**src/flsp_map.svh**
```systemverilog
/*
 * Constants of the flash self-programming sequencer: command codes, control
 * bit positions, the command window and the erased-word value.
 * Assumes it is included by bare name from the sequencer's design files.
 */
`ifndef FLSP_MAP_SVH
`define FLSP_MAP_SVH

`define FLSP_CMD_ERASE      8'h03
`define FLSP_CMD_LOAD       8'h01
`define FLSP_CMD_WRITE      8'h05
`define FLSP_CMD_MASK       8'h07
`define FLSP_STORE_EN_BIT   0
`define FLSP_CLEAR_BUF_BIT  4
`define FLSP_WINDOW_CYCLES  3'h4
`define FLSP_ERASED_WORD    16'hffff
`define FLSP_BLOCK_MASK     15'h7ffc

`endif

```
**src/flsp_pkg.sv**
```systemverilog
/*
 * Types shared by the flash self-programming sequencer.
 * Assumes no other package; nothing here is imported elsewhere.
 */
package flsp_pkg;

    typedef enum logic [2:0] {
        ST_IDLE,
        ST_ARMED,
        ST_ERASE_WAIT,
        ST_STREAM,
        ST_DRAIN,
        ST_WRITE_WAIT
    } flsp_state_type;

    // Request towards the flash array macro.
    typedef struct packed {
        logic        erase_start;
        logic        write_start;
        logic        data_valid;
        logic [14:0] page;
        logic [7:0]  word;
        logic [15:0] data;
    } flsp_flash_req_type;

endpackage

```
**src/flsp_page_buf.sv**
```systemverilog
/*
 * Temporary page buffer storage: one write port, one read port with the
 * read data held in a register. Assumes a single clock domain.
 */
`timescale 1ns/1ns
module flsp_page_buf #(
    parameter int DEPTH = 16,
    parameter int AW    = 4,
    parameter int DW    = 16
) (
    input  wire logic          sys_clk,
    input  wire logic          reset,
    input  wire logic          wr_en,
    input  wire logic [AW-1:0] wr_addr,
    input  wire logic [DW-1:0] wr_data,
    input  wire logic [AW-1:0] rd_addr,
    output logic      [DW-1:0] rd_data_q
);
    logic [DW-1:0] mem [DEPTH];

    always_ff @(posedge sys_clk) begin
        if (wr_en) begin
            mem[wr_addr] <= wr_data;
        end
    end

    always_ff @(posedge sys_clk or posedge reset) begin
        if (reset) begin
            rd_data_q <= '0;
        end else begin
            rd_data_q <= mem[rd_addr];
        end
    end
endmodule

```
**src/flsp_sequencer.sv**
```systemverilog
/*
 * Flash self-programming sequencer: command arming, buffer loads, block
 * erase and page write towards the flash array, read byte select.
 * Assumes the CPU core pulses spm_exec and lpm_req on sys_clk and holds the
 * pointer bytes valid in that cycle; the flash macro pulses flash_done.
 */
`timescale 1ns/1ns
`include "flsp_map.svh"
// Operation
// - Each buffer-load command stores exactly one word.
// - Buffer may load before or after erase; erase leaves buffer intact.
// - Block erase clears four consecutive pages in one operation.
// - Buffer words may be loaded in any order.
// - Store instruction works only when the enable fuse reads zero.
// - Addresses come from the 16-bit pointer of high and low bytes.
// - Word address splits into word-in-page and page fields.
// - Page field picks one page for load/write, a block for erase.
// - Counter top bit sits one pointer bit higher; higher bits ignored.
// - Word field addresses buffer on load; software zeroes it on write.
// - Word field top bit sits one pointer bit higher too.
// - Pointer bit zero selects the byte on program-memory reads.
// - Address is latched when an operation starts.
// - Command codes arm; store must follow within four cycles.
// - CPU halted for the whole erase or write.
// - Buffer clears after page write, clear bit, and reset.
// - Store enable clears after store or timeout; held during operations.
module flsp_sequencer #(
    parameter int PAGE_WORDS = 16,
    parameter int PC_WIDTH   = 13
) (
    input  wire logic                        sys_clk,
    input  wire logic                        reset,
    input  wire logic                        self_program_enable_fuse_n,
    input  wire logic                        ctrl_wr,
    input  wire logic [7:0]                  ctrl_wdata,
    input  wire logic                        spm_exec,
    input  wire logic [7:0]                  pointer_high_byte,
    input  wire logic [7:0]                  pointer_low_byte,
    input  wire logic [15:0]                 spm_data,
    input  wire logic                        lpm_req,
    input  wire logic [15:0]                 lpm_word,
    input  wire logic                        flash_done,
    output logic      [7:0]                  ctrl_q,
    output logic                             cpu_halt_q,
    output logic                             fuse_en_q,
    output flsp_pkg::flsp_flash_req_type     flash_req_q,
    output logic      [7:0]                  lpm_byte_q
);
    localparam int WB = $clog2(PAGE_WORDS);
    localparam int PB = PC_WIDTH - WB;
    localparam logic [14:0] PAGE_MASK = 15'((32'd1 << PB) - 32'd1);

    flsp_pkg::flsp_state_type     state_q, state_d;
    flsp_pkg::flsp_flash_req_type req_d;
    logic [7:0]            ctrl_d, lpm_byte_d;
    logic [2:0]            win_q, win_d;
    logic                  halt_d;
    logic [PAGE_WORDS-1:0] valid_q, valid_d, load_hit;
    logic [WB-1:0]         idx_q, idx_d, word1_q;
    logic                  pend1_q, rd_en;
    logic                  fuse_meta_q;
    logic [15:0]           z;
    logic [WB-1:0]         word_field;
    logic [14:0]           page_field;
    logic                  accept, mem_we;
    logic [15:0]           rd_data;

    assign z          = {pointer_high_byte, pointer_low_byte};
    assign word_field = z[WB:1];
    assign page_field = (z[15:1] >> WB) & PAGE_MASK;
    assign accept     = spm_exec && state_q == flsp_pkg::ST_ARMED && fuse_en_q && win_q != 3'h0;
    assign mem_we     = accept && (ctrl_q & `FLSP_CMD_MASK) == `FLSP_CMD_LOAD;

    // Each entry remembers whether it was loaded; unloaded entries read as erased.
    for (genvar i = 0; i < PAGE_WORDS; i++) begin : g_hit
        assign load_hit[i] = mem_we && word_field == WB'(i);
    end

    flsp_page_buf #(.DEPTH(PAGE_WORDS), .AW(WB), .DW(16)) u_buf (
        .sys_clk   (sys_clk),
        .reset     (reset),
        .wr_en     (mem_we),
        .wr_addr   (word_field),
        .wr_data   (spm_data),
        .rd_addr   (idx_q),
        .rd_data_q (rd_data)
    );

    // The fuse is a pad level, so it is synchronised before any use.
    always_ff @(posedge sys_clk or posedge reset) begin
        if (reset) begin
            fuse_meta_q <= 1'b0;
            fuse_en_q   <= 1'b0;
        end else begin
            fuse_meta_q <= !self_program_enable_fuse_n;
            fuse_en_q   <= fuse_meta_q;
        end
    end

    always_comb begin
        state_d    = state_q;
        ctrl_d     = ctrl_q;
        win_d      = (win_q != 3'h0) ? win_q - 3'h1 : 3'h0;
        halt_d     = cpu_halt_q;
        valid_d    = valid_q;
        idx_d      = idx_q;
        rd_en      = 1'b0;
        lpm_byte_d = lpm_byte_q;
        req_d      = flash_req_q;
        req_d.erase_start = 1'b0;
        req_d.write_start = 1'b0;
        req_d.data_valid  = pend1_q;
        req_d.word        = 8'(word1_q);
        req_d.data        = valid_q[word1_q] ? rd_data : `FLSP_ERASED_WORD;
        if (lpm_req) begin
            lpm_byte_d = z[0] ? lpm_word[15:8] : lpm_word[7:0];
        end
        unique case (state_q)
            flsp_pkg::ST_IDLE, flsp_pkg::ST_ARMED: begin
                if (state_q == flsp_pkg::ST_ARMED && !accept && win_q == 3'h1) begin
                    ctrl_d  = 8'h00;
                    state_d = flsp_pkg::ST_IDLE;
                end
                if (accept) begin
                    req_d.page = page_field;
                    idx_d      = '0;
                    if ((ctrl_q & `FLSP_CMD_MASK) == `FLSP_CMD_ERASE) begin
                        req_d.page        = page_field & `FLSP_BLOCK_MASK;
                        req_d.erase_start = 1'b1;
                        halt_d            = 1'b1;
                        state_d           = flsp_pkg::ST_ERASE_WAIT;
                    end else if ((ctrl_q & `FLSP_CMD_MASK) == `FLSP_CMD_WRITE) begin
                        halt_d  = 1'b1;
                        state_d = flsp_pkg::ST_STREAM;
                    end else begin
                        ctrl_d  = 8'h00;
                        state_d = flsp_pkg::ST_IDLE;
                    end
                end
                if (ctrl_wr && !accept) begin
                    if (ctrl_wdata[`FLSP_CLEAR_BUF_BIT]) begin
                        valid_d = '0;
                    end
                    if (ctrl_wdata[`FLSP_STORE_EN_BIT]) begin
                        ctrl_d  = ctrl_wdata & `FLSP_CMD_MASK;
                        win_d   = `FLSP_WINDOW_CYCLES;
                        state_d = flsp_pkg::ST_ARMED;
                    end
                end
                valid_d = valid_d | load_hit;
            end
            flsp_pkg::ST_ERASE_WAIT: begin
                // The buffer is left untouched so it can be loaded before the erase.
                if (flash_done) begin
                    halt_d  = 1'b0;
                    ctrl_d  = 8'h00;
                    state_d = flsp_pkg::ST_IDLE;
                end
            end
            flsp_pkg::ST_STREAM: begin
                rd_en = 1'b1;
                idx_d = idx_q + WB'(1);
                if (idx_q == WB'(PAGE_WORDS - 1)) begin
                    state_d = flsp_pkg::ST_DRAIN;
                end
            end
            flsp_pkg::ST_DRAIN: begin
                if (!pend1_q) begin
                    req_d.write_start = 1'b1;
                    state_d           = flsp_pkg::ST_WRITE_WAIT;
                end
            end
            flsp_pkg::ST_WRITE_WAIT: begin
                if (flash_done) begin
                    valid_d = '0;
                    halt_d  = 1'b0;
                    ctrl_d  = 8'h00;
                    state_d = flsp_pkg::ST_IDLE;
                end
            end
        endcase
    end

    always_ff @(posedge sys_clk or posedge reset) begin
        if (reset) begin
            state_q     <= flsp_pkg::ST_IDLE;
            ctrl_q      <= 8'h00;
            win_q       <= 3'h0;
            cpu_halt_q  <= 1'b0;
            valid_q     <= '0;
            idx_q       <= '0;
            word1_q     <= '0;
            pend1_q     <= 1'b0;
            flash_req_q <= '0;
            lpm_byte_q  <= 8'h00;
        end else begin
            state_q     <= state_d;
            ctrl_q      <= ctrl_d;
            win_q       <= win_d;
            cpu_halt_q  <= halt_d;
            valid_q     <= valid_d;
            idx_q       <= idx_d;
            word1_q     <= idx_q;
            pend1_q     <= rd_en;
            flash_req_q <= req_d;
            lpm_byte_q  <= lpm_byte_d;
        end
    end
endmodule

```
**config.mk**
```make
export PLATFORM = sky130hd
export DESIGN_NAME = flsp_sequencer
export DESIGN_NICKNAME = d
export VERILOG_FILES = /design/src/flsp_pkg.sv /design/src/flsp_page_buf.sv /design/src/flsp_sequencer.sv
export VERILOG_INCLUDE_DIRS = /design/src
export SDC_FILE = /design/constraint.sdc
export NUM_CORES = 1
export LEC_CHECK = 0
export ABC_AREA = 1
export ABC_CLOCK_PERIOD_IN_PS = 2800
export BUFFER_PORTS_ARGS = -buffer_cell sky130_fd_sc_hd__buf_4
export CORE_ASPECT_RATIO = 1.5
export CORE_MARGIN = 5
export CORE_UTILIZATION = 53
export DETAILED_ROUTE_END_ITERATION = 10
export HOLD_SLACK_MARGIN = 0.08
export PLACE_DENSITY = 0.85
export SLEW_MARGIN = 20
export SYNTH_ARGS = -nofsm -noshare
export SYNTH_HDL_FRONTEND = slang
export SYNTH_SLANG_ARGS = --single-unit
export TNS_END_PERCENT = 30
```
**constraint.sdc**
```tcl
create_clock -name sys_clk -period 2.8 [get_ports sys_clk]
set_clock_uncertainty 0.05 [all_clocks]
set_input_delay 0.28 -clock sys_clk [delete_from_list [all_inputs] [get_ports sys_clk]]
set_output_delay 0.28 -clock sys_clk [all_outputs]
set_load 0.02 [all_outputs]
```
After elaboration in Yosys (flattened, before gate mapping)
Memory sizes are Yosys's and may differ from the RTL's. A register that Yosys moved wholly into a read port is not among the register bits.
Index checks and enable logic that the tools add are counted.
Word-level totals
  output and inout bits: 60
  bits of input ports: 63
  RAM bits: 256
  register bits after elaboration: 82
  logic and storage cells: 139
  memories: 1
Operators by class
  bitwise logic cells: 1
  reductions and logical operators: 39
  muxes and demuxes: 47
  equal/unequal tests: 31
  magnitude comparators: 1
  add/subtract/negate cells: 2
Memories
  u_buf.mem: words 16, bits a word 16, read ports 1, clocked after memory_dff 1, wr ports 1, RTL line flsp_page_buf.sv:19  | logic [DW-1:0] mem [DEPTH];
Operator list (count)
  2-to-1 mux 16 bit: 5
  2-to-1 mux 8 bit: 8
  == test 4 bit, second input constant: 9
  2-to-1 mux 3 bit: 11
  one-hot mux 16 bit (2 select lines): 1
  logical AND 1 bit: 23
  == test 4 x 3 -> 1 bit, second input constant: 4
  OR 16 bit: 1
  one-hot mux 8 bit (2 select lines): 1
  2-to-1 mux 1 bit: 13
  one-hot mux 3 bit (4 select lines): 1
  == test 3 x 1 -> 1 bit, second input constant: 3
  == test 3 x 2 -> 1 bit, second input constant: 3
  == test 3 bit, second input constant: 3
  == test 4 x 2 -> 1 bit, second input constant: 2
  != test 2 bit, second input constant: 4
  one-hot mux 4 bit (2 select lines): 1
  AND reduction 2 bit: 4
  2-to-1 mux 2 bit: 3
  nonzero test 2 bit: 3
  < comparator 4 x 5 -> 1 bit, second input constant: 1
  adder 4 x 1 -> 4 bit, second input constant: 1
  binary-select mux 1 bit (select 4 bit): 1
  == test 4 x 1 -> 1 bit, second input constant: 1
  12 further kinds: 14

Logic depth before layout (Yosys ltp)
Gate-level depths: netlist of run 1.
  word-level depth: 14
  depth in mapped cells: 11
  depth with buffers taken out: 11

By module
From an unflattened synthesis of run 1, not the netlist that was laid out.
Second synthesis, totals
  cell total of the unflattened synthesis: 1533
  area, all modules: 15240.9 µm²
By module, submodules not included
  flsp_page_buf: area an instance 11469.8 µm², instances 1, sequential area each 8087.8 µm², cells an instance 1075
  flsp_sequencer: area an instance 3771.1 µm², instances 1, sequential area each 2052.0 µm², cells an instance 458

Worst setup path before layout of run 1
Ideal clock, no wire load.
  kind: reg2reg
  start point: register state_q[1]
  end point: memory u_buf.mem[0][0] (enable)
  required time: 2.362 ns
  buffers on the path: 0
  setup slack: 0.501 ns
  arrival time: 1.860 ns
  setup time: 0.388 ns
  clock period less this slack: 2.299 ns
  stages on the path, launching flop included: 8
  path through: dfrtp_1 > inv_1 > nand2_2 > nor2_4 > nand3_4 > nor3_4 > nand2_1 > nor2_1
On the way
  cells in the longest elaborated chain, start to end: 7
Ends and longest elaborated chain
  start, declared: RTL line flsp_sequencer.sv:53  | flsp_pkg::flsp_state_type state_q, state_d;
  start signal, assigned: RTL line flsp_sequencer.sv:186  | state_q <= flsp_pkg::ST_IDLE;
  start signal, assigned: RTL line flsp_sequencer.sv:197  | state_q <= state_d;
  == test 3 x 1 -> 1 bit: RTL line flsp_sequencer.sv:71  | assign accept = spm_exec && state_q == flsp_pkg::ST_ARMED && fuse_en_q && win_q != 3'h0;
  logical AND 1 bit (3 in series): RTL line flsp_sequencer.sv:71
  logical AND 1 bit (no line)
  2-to-1 mux 1 bit: RTL line flsp_page_buf.sv:22  | if (wr_en) begin
  2-to-1 mux 1 bit (implied by the code): RTL line flsp_page_buf.sv:23  | mem[wr_addr] <= wr_data;
  end, declared: RTL line flsp_page_buf.sv:19
No other way between the ends.

Worst setup path after layout of run 1
  start point: register win_q[1]
  end point: register ctrl_q[1]
On the way
  cells in the longest elaborated chain, start to end: 12
  elaborated cells on any way between the ends: 14
  classes of those cells: 1 x eq/ne; 7 x mux; 6 x reduce/logical
Ends and longest elaborated chain
  start, declared: RTL line flsp_sequencer.sv:56  | logic [2:0] win_q, win_d;
  start signal, assigned: RTL line flsp_sequencer.sv:199  | win_q <= win_d;
  nonzero test 3 bit: RTL line flsp_sequencer.sv:71
  logical AND 1 bit: RTL line flsp_sequencer.sv:71
  logical NOT 1 bit: RTL line flsp_sequencer.sv:120, flsp_sequencer.sv:140
  logical AND 1 bit (2 in series): RTL line flsp_sequencer.sv:120  | if (state_q == flsp_pkg::ST_ARMED && !accept && win_q == 3'h1) begin
  2-to-1 mux 8 bit: RTL line flsp_sequencer.sv:120
  2-to-1 mux 8 bit: RTL line flsp_sequencer.sv:132  | end else if ((ctrl_q & `FLSP_CMD_MASK) == `FLSP_CMD_WRITE) begin
  2-to-1 mux 8 bit: RTL line flsp_sequencer.sv:127  | if ((ctrl_q & `FLSP_CMD_MASK) == `FLSP_CMD_ERASE) begin
  2-to-1 mux 8 bit: RTL line flsp_sequencer.sv:124  | if (accept) begin
  2-to-1 mux 8 bit: RTL line flsp_sequencer.sv:144  | if (ctrl_wdata[`FLSP_STORE_EN_BIT]) begin
  2-to-1 mux 8 bit (*): RTL line flsp_sequencer.sv:140  | if (ctrl_wr && !accept) begin
  one-hot mux 8 bit (2 select lines) (*): RTL line flsp_sequencer.sv:118  | unique case (state_q)
  end signal, assigned: RTL line flsp_sequencer.sv:198  | ctrl_q <= ctrl_d;
  end, declared: RTL line flsp_sequencer.sv:43  | output logic [7:0] ctrl_q,
Every way passes the cells marked *; elsewhere a longest branch is shown, timed or not.
A chain may end at the register's enable or synchronous reset.

==> results by group, run 1 <==
Worst hold path
  – Hold Crit Class: input port to flop
  – Hold_sp: pointer_low_byte[3]

STA
  – Worst-Margin Slew: 866 ps
  – Final setup violation count: 0
  – Max_slew headroom: 41.9%
  – Final hold vios: 0
  – WHS: between 100 and 150 ps
  – Slew Viols, Final: 0
  – FMAX: just under 0.4 GHz
  – RSZ-0062 raised after global routing: false
  – Tmin final: 2520 ps
  – Period Utilization, post-route: between 80% and 90%
  – Final setup TNS: 0 ps

Clock network
  – CTS clock-pin slew for the worst setup and hold paths: 70 ps
  – Num CTS Buffers: 30
  – Post-cts sizing count: 0
  – Hold buffer count at cts: 50
  – Maximum buffer depth of the clock tree: 3
  – CTS HTree Levels: 1
  – CTS tree: done
  – Worst skew pair latency: around 550 ps
  – CTS root buffer: clkbuf_16
  – Post-CTS Setup Bufs: 0
  – CTS Sinks: between 300 and 400

Run status
  – Status: finished, final reports clean

Flow run
  – Max-cap violations: 0

Final layout
  – Fin nets: 1444
  – Non-Filler Instances: ~1.7k
  – Fraction of layout cells with a size suffix above 1: ~15%
  – Ant. Diodes: 0
  – Commonest non-fill, non-tap cell in the layout: nand2_1
  – Fillers: roughly 1.7k
  – Synth-to-Final Area Change: 19.6%
  – Design area: about 0.017 mm^2
  – Commonest non-fill, non-tap cells in the layout: 283 x nand2_1, 256 x edfxtp_1, 141 x buf_4

Global routing
  – GR Overflow Total: 0
  – Met1 Resource Use GR: 24.4%
  – Grt peak-use layer: met2
  – Largest net degree at the start of global routing: 57
  – GR met2 Demand/Resource: between 40% and 50%
  – GR Util All Layers: between 20% and 30%
  – Antenna violations before repair: 0
  – Vias in the first global route: approximately 10k
  – GR Util met3: under 10%
  – First-pass GRT wire length: 51100 um

Die
  – CORE AREA: about 0.026 mm^2
  – Die area: 0.0301 mm^2
  – # IOs: ~120
  – Die Ht: ~210 um
  – Num rows: 73
  – Die X: approximately 140 um
  – Initial cell density of the core: between 50% and 60%

Critical path
  – Worst path arrival time: 2900 ps
  – CP delay by family, top: buffers and inverters
  – Critical path endpoint category: flop
  – CP Launch Type: flop
  – Worst path bufs/invs: 3
  – Critical Path Source: win_q[1]
  – Reg-to-Reg Start: win_q[1]
  – Critical-path cell list: nor2_4 -> nand2_1 -> nand3_4 -> buf_4 -> nand3_1 -> inv_1 -> nand2_1 -> nand3_1 -> o21ai_0 -> dlygate4sd3_1
  – Worst-path fanout max: 22
  – WS Path Type: flop to flop
  – Worst path slowest cell: dlygate4sd3_1
  – WP data required: roughly 3200 ps
  – Critical path's largest stage delay: around 570 ps

Yosys
  – EDFF count, synth: 256
  – Synth Register Bits: 354
  – Ys Warns: 0
  – Mapped Area: around 0.014 mm^2
  – Synth Instances: 1213
  – Sequential share of the synthesized area: a little under three quarters
  – Mean Syn Cell Area: 11.6 um^2
  – Post-synthesis cell type count: 35
  – Top_reg_cell synth: edfxtp_1
  – Asr flop ratio synth: roughly 28%

Route
  – DR vias: about 9.8k
  – DR WL/cell: 18.9 um
  – ANT nets after route: 0
  – Via density: roughly 5.6
  – DR DRC count: 0
  – DRT iter0 DRCs: ~1.1k
  – Pre-antenna DRT Iters: 5
  – Post-Route WL: between 30000 and 40000 um

Placed design
  – PortBufs: 106
  – Placed Cells: 1635
  – HPWL Detailed: approximately 20000 um
  – Dpl cell area: 0.0153 mm^2
  – RePlAce Congestion: between 0.8 and 0.9

Power and ir drop
  – Total power: ~0.015 W
  – VDD IR max: approximately 0.84 mV
  – Power Density: approximately 870 mW/mm^2
  – Lkg Pwr: about 6.6 nW
==> final cells by class <==
| class | instances | area [um^2] | share of cell area, % |
|---|---|---|---|
| Multi-Input combinational cell | 671 | 3190 | 18.9 |
| Clock inverter | 19 | 223 | 1.32 |
| Timing Repair Buffer | 193 | 1600 | 9.47 |
| Sequential cell | 354 | 10100 | 60.1 |
| Clock buffer | 37 | 808 | 4.79 |
| Tap cell | 337 | 422 | 2.50 |
| Inverter | 130 | 492 | 2.91 |
==> worst reg2reg max path: stages, from the launching register on <==
cell,delay [ps]
dfrtp_1,420
nor2_4,130
nand2_1,120
nand3_4,120
buf_4,270
nand3_1,310
inv_1,190
nand2_1,70
nand3_1,80
o21ai_0,90
dlygate4sd3_1,570
==> path summary, 6_finish.rpt <==
path                                      end  cells past startpoint  slack [ps]
min                                valid_q[0]                      4         120
max reg2reg                         ctrl_q[1]                     10         280
min in group asynchronous  u_buf.rd_data_q[6]                      3         360
max                                 ctrl_q[1]                     10         280
max in group asynchronous     flash_req_q[19]                      4        1500
min reg2reg                         fuse_en_q                      0         310
==> sequential cells by signal, indices dropped and copies added, names as in the netlist <==
register         flops
u_buf.mem          256
flash_req_q         32
u_buf.rd_data_q     16
valid_q             16
ctrl_q               8
lpm_byte_q           8
idx_q                4
word1_q              4
state_q              3
win_q                3
cpu_halt_q           1
fuse_en_q            1
fuse_meta_q          1
pend1_q              1
==> cells in the mapped netlist (all sizes together), types with 23 or more instances <==
cell type | n | share of area [%]
o21ai | 84 | 3.0
a21oi | 23 | 0.82
edfxtp | 256 | 54
nand2 | 286 | 7.7
o211ai | 53 | 2.8
nand3 | 49 | 1.9
inv | 128 | 3.4
nor2 | 117 | 3.3
dfrtp | 98 | 17
clkbuf | 35 | 1.0
o2111ai | 31 | 1.9
buf | 32 | 1.3
==> power by group <==
group | internal, W | switching, W
Clock | 0.00244 | 0.00181
Combinational | 0.00134 | 0.00267
Sequential | 0.00605 | 0.000360
==> routing by layer <==
metal,part of all wire (%),routed length [um],up-vias
li1,-,-,4450
met1,35,11400,4741
met4,3.5,1150,0
met5,0,0,-
met2,53,17600,537
met3,8.5,2810,88
==> per-stage QoR <==
step	utilization (%)	worst slack, ps
4_1_cts	63.9	355
5_1_grt	63.9	92.0
6_report	63.9	284
2_1_floorplan	-	501
3_5_place_dp	58.1	594
3_3_place_gp	58.1	681
==> kinds of logic (layout without fill, tap and decap cells) <==
group	Yosys count	after routing	synth area share (%)
and+or+nand+nor	457	457	13.1
adders and majority gates	1	1	0.0886
other	1	10	0.0266
DFF	354	354	71.8
xor gates and xnor gates	1	1	0.0621
buffers and inverters	197	379	5.81
AOI/OAI and AO/OA	202	202	9.04
(Power assumes the default switching activity.)
==> run 2, diff against run 1 <==
--- a/config.mk
+++ b/config.mk
@@ -15,6 +15,7 @@
 export DETAILED_ROUTE_END_ITERATION = 10
 export HOLD_SLACK_MARGIN = 0.08
 export PLACE_DENSITY = 0.85
+export RECOVER_POWER = 25
 export SLEW_MARGIN = 20
 export SYNTH_ARGS = -nofsm -noshare
 export SYNTH_HDL_FRONTEND = slang
==> results by group, run 2 (synthesis results as in run 1) <==
STA
  – Period Utilization, post-route: 89.9% (about the same)
  – FMAX: 0.397 GHz (about the same)
  – Final hold vios: 0 (unchanged)
  – Tmin final: 2520 ps (+2.45 ps)
  – Final setup TNS: 0 ps (unchanged)
  – Max_slew headroom: 41.8% (-0.074 points)
  – RSZ-0062 raised after global routing: false
  – Final setup violation count: 0 (unchanged)
  – Worst-Margin Slew: 867 ps (+1.11 ps)
  – WHS: 125 ps (+6.34 ps)
  – Slew Viols, Final: 0 (unchanged)

Final layout
  – Fraction of layout cells with a size suffix above 1: 14.0% (-1.0 points)
  – Ant. Diodes: 0 (unchanged)
  – Post-layout util: 63.7% (-0.20 points)
  – Biggest regs: u_buf.mem x256, flash_req_q x32
  – Fillers: 1758 (+0.69%)
  – Fin nets: 1444 (unchanged)
  – Non-Filler Instances: 1741 (unchanged)
  – Biggest register: u_buf.mem
  – Max FFs per register: 256 (unchanged)
  – Commonest non-fill, non-tap cell in the layout: nand2_1
  – Commonest non-fill, non-tap cells in the layout: 283 x nand2_1, 256 x edfxtp_1, 126 x buf_4
  – Synth-to-Final Area Change: 19.2%

Global routing
  – Largest net degree at the start of global routing: 57 (unchanged)
  – GR Util All Layers: 21.7% (unchanged)
  – First-pass GRT wire length: 51100 um (unchanged)
  – Antenna violations before repair: 0 (unchanged)
  – GR Overflow Total: 0 (unchanged)
  – Vias in the first global route: 9942 (unchanged)

Clock network
  – Hold buffer count at cts: 50 (unchanged)
  – CTS clock-pin slew for the worst setup and hold paths: 70 ps (about the same)
  – CTS Sinks: 354 (unchanged)
  – CTS root buffer: clkbuf_16
  – Maximum buffer depth of the clock tree: 3 (unchanged)
  – Post-cts sizing count: 0 (unchanged)
  – Num CTS Buffers: 30 (unchanged)
  – CTS HTree Levels: 1 (unchanged)
  – Worst skew pair latency: 560 ps (about the same)
  – Post-CTS Setup Bufs: 0 (unchanged)
  – CTS tree: done

Flow run
  – Max-cap violations: 0 (unchanged)

Route
  – DRT iter0 DRCs: 1068 (+0.75%)
  – ANT nets after route: 0 (unchanged)
  – DR vias: 9791 (-0.25%)
  – DR WL/cell: 19.0 um (+0.33%)
  – DR DRC count: 0 (unchanged)
  – Pre-antenna DRT Iters: 5 (unchanged)
  – Post-Route WL: 33100 um (+0.33%)
  – Via density: 5.62 (-0.25%)

Placed design
  – Placed Cells: 1635 (unchanged)
  – PortBufs: 106 (unchanged)
  – HPWL Detailed: 19400 um (unchanged)
  – RePlAce Congestion: 0.849 (unchanged)

Die
  – Die area: 0.0301 mm^2 (unchanged)
  – # IOs: 123 (unchanged)
  – Die X: 143 um (unchanged)
  – Die Ht: 210 um (unchanged)
  – Initial cell density of the core: 53.5% (unchanged)
  – Num rows: 73 (unchanged)
  – CORE AREA: 0.0264 mm^2 (unchanged)

Critical path
  – Worst-path fanout max: 22 (unchanged)
  – WP data required: 3190 ps (about the same)
  – Critical path endpoint category: flop
  – CP Launch Type: flop
  – Worst path arrival time: 2900 ps (about the same)
  – WS Path Type: flop to flop

Power and ir drop
  – Power Density: 872 mW/mm^2 (+0.28%)
  – VDD IR max: 0.840 mV (-0.29%)
  – Lkg Pwr: 6.58 nW (-0.77%)

Worst hold path
  – Hold Crit Class: input port to flop

Run status
  – Status: finished, final reports clean
[run 2: changes by cell type in the layout (fill, tap and decap cells not counted)]
| cell | before | now |
|---|---|---|
| buf_4 | 141 | 126 |
| clkbuf_1 | 5 | 19 |
| clkbuf_4 | 0 | 1 |
[run 2: cell type report]
class	count	area, um^2	area share, %
tap	337	422	2.51
clock inverter	19	223	1.32
clock buffer	37	808	4.80
sequential	354	10100	60.3
inverter	130	492	2.92
multi-input combinational	671	3190	19.0
timing repair buffer	193	1550	9.19
[run 2: worst max-delay path, stage by stage, from the launching register on]
cell and delay, ps:
dfrtp_1 420, nor2_4 130, nand2_1 120, nand3_4 110, buf_4 270, nand3_1 310, inv_1 190, nand2_1 70
nand3_1 80, o21ai_0 90, dlygate4sd3_1 570
[run 2: worst paths after layout]
path                                           from                  to  slack [ps]  cells after the start
max in group asynchronous                     reset           fuse_en_q        1510                      4
worst max-delay path                       win_q[1]           ctrl_q[1]         280                     10
min in group asynchronous                     reset  u_buf.rd_data_q[6]         360                      3
worst max register to register             win_q[1]           ctrl_q[1]         280                     10
worst min-delay path            pointer_low_byte[3]          valid_q[0]         130                      4
worst min register to register          fuse_meta_q           fuse_en_q         310                      0
[run 2: stage by stage]
step | power [W] | setup slack [ps] | instance area, um^2
finish | 0.0147 | 282 | 16800
detailed placement | 0.0103 | 594 | 15300
floorplan | 0.00899 | 501 | 14200
global route | 0.0154 | 92.0 | 16800
CTS | 0.0146 | 355 | 16900
global placement | 0.0102 | 681 | 15300
[run 2: metal layers]
layer,vias up,wire (um),GRT usage (%)
met5,-,0,0
met4,0,1190,9.68
met3,93,2830,2.67
li1,4449,-,-
met2,508,17700,40.7
met1,4741,11400,24.4
[run 2: where the power goes]
| part | internal, W | switching, W | total (W) |
|---|---|---|---|
| clock | 0.00244 | 0.00182 | 0.00426 |
| combinational | 0.00133 | 0.00267 | 0.00400 |
| sequential | 0.00605 | 0.000360 | 0.00641 |
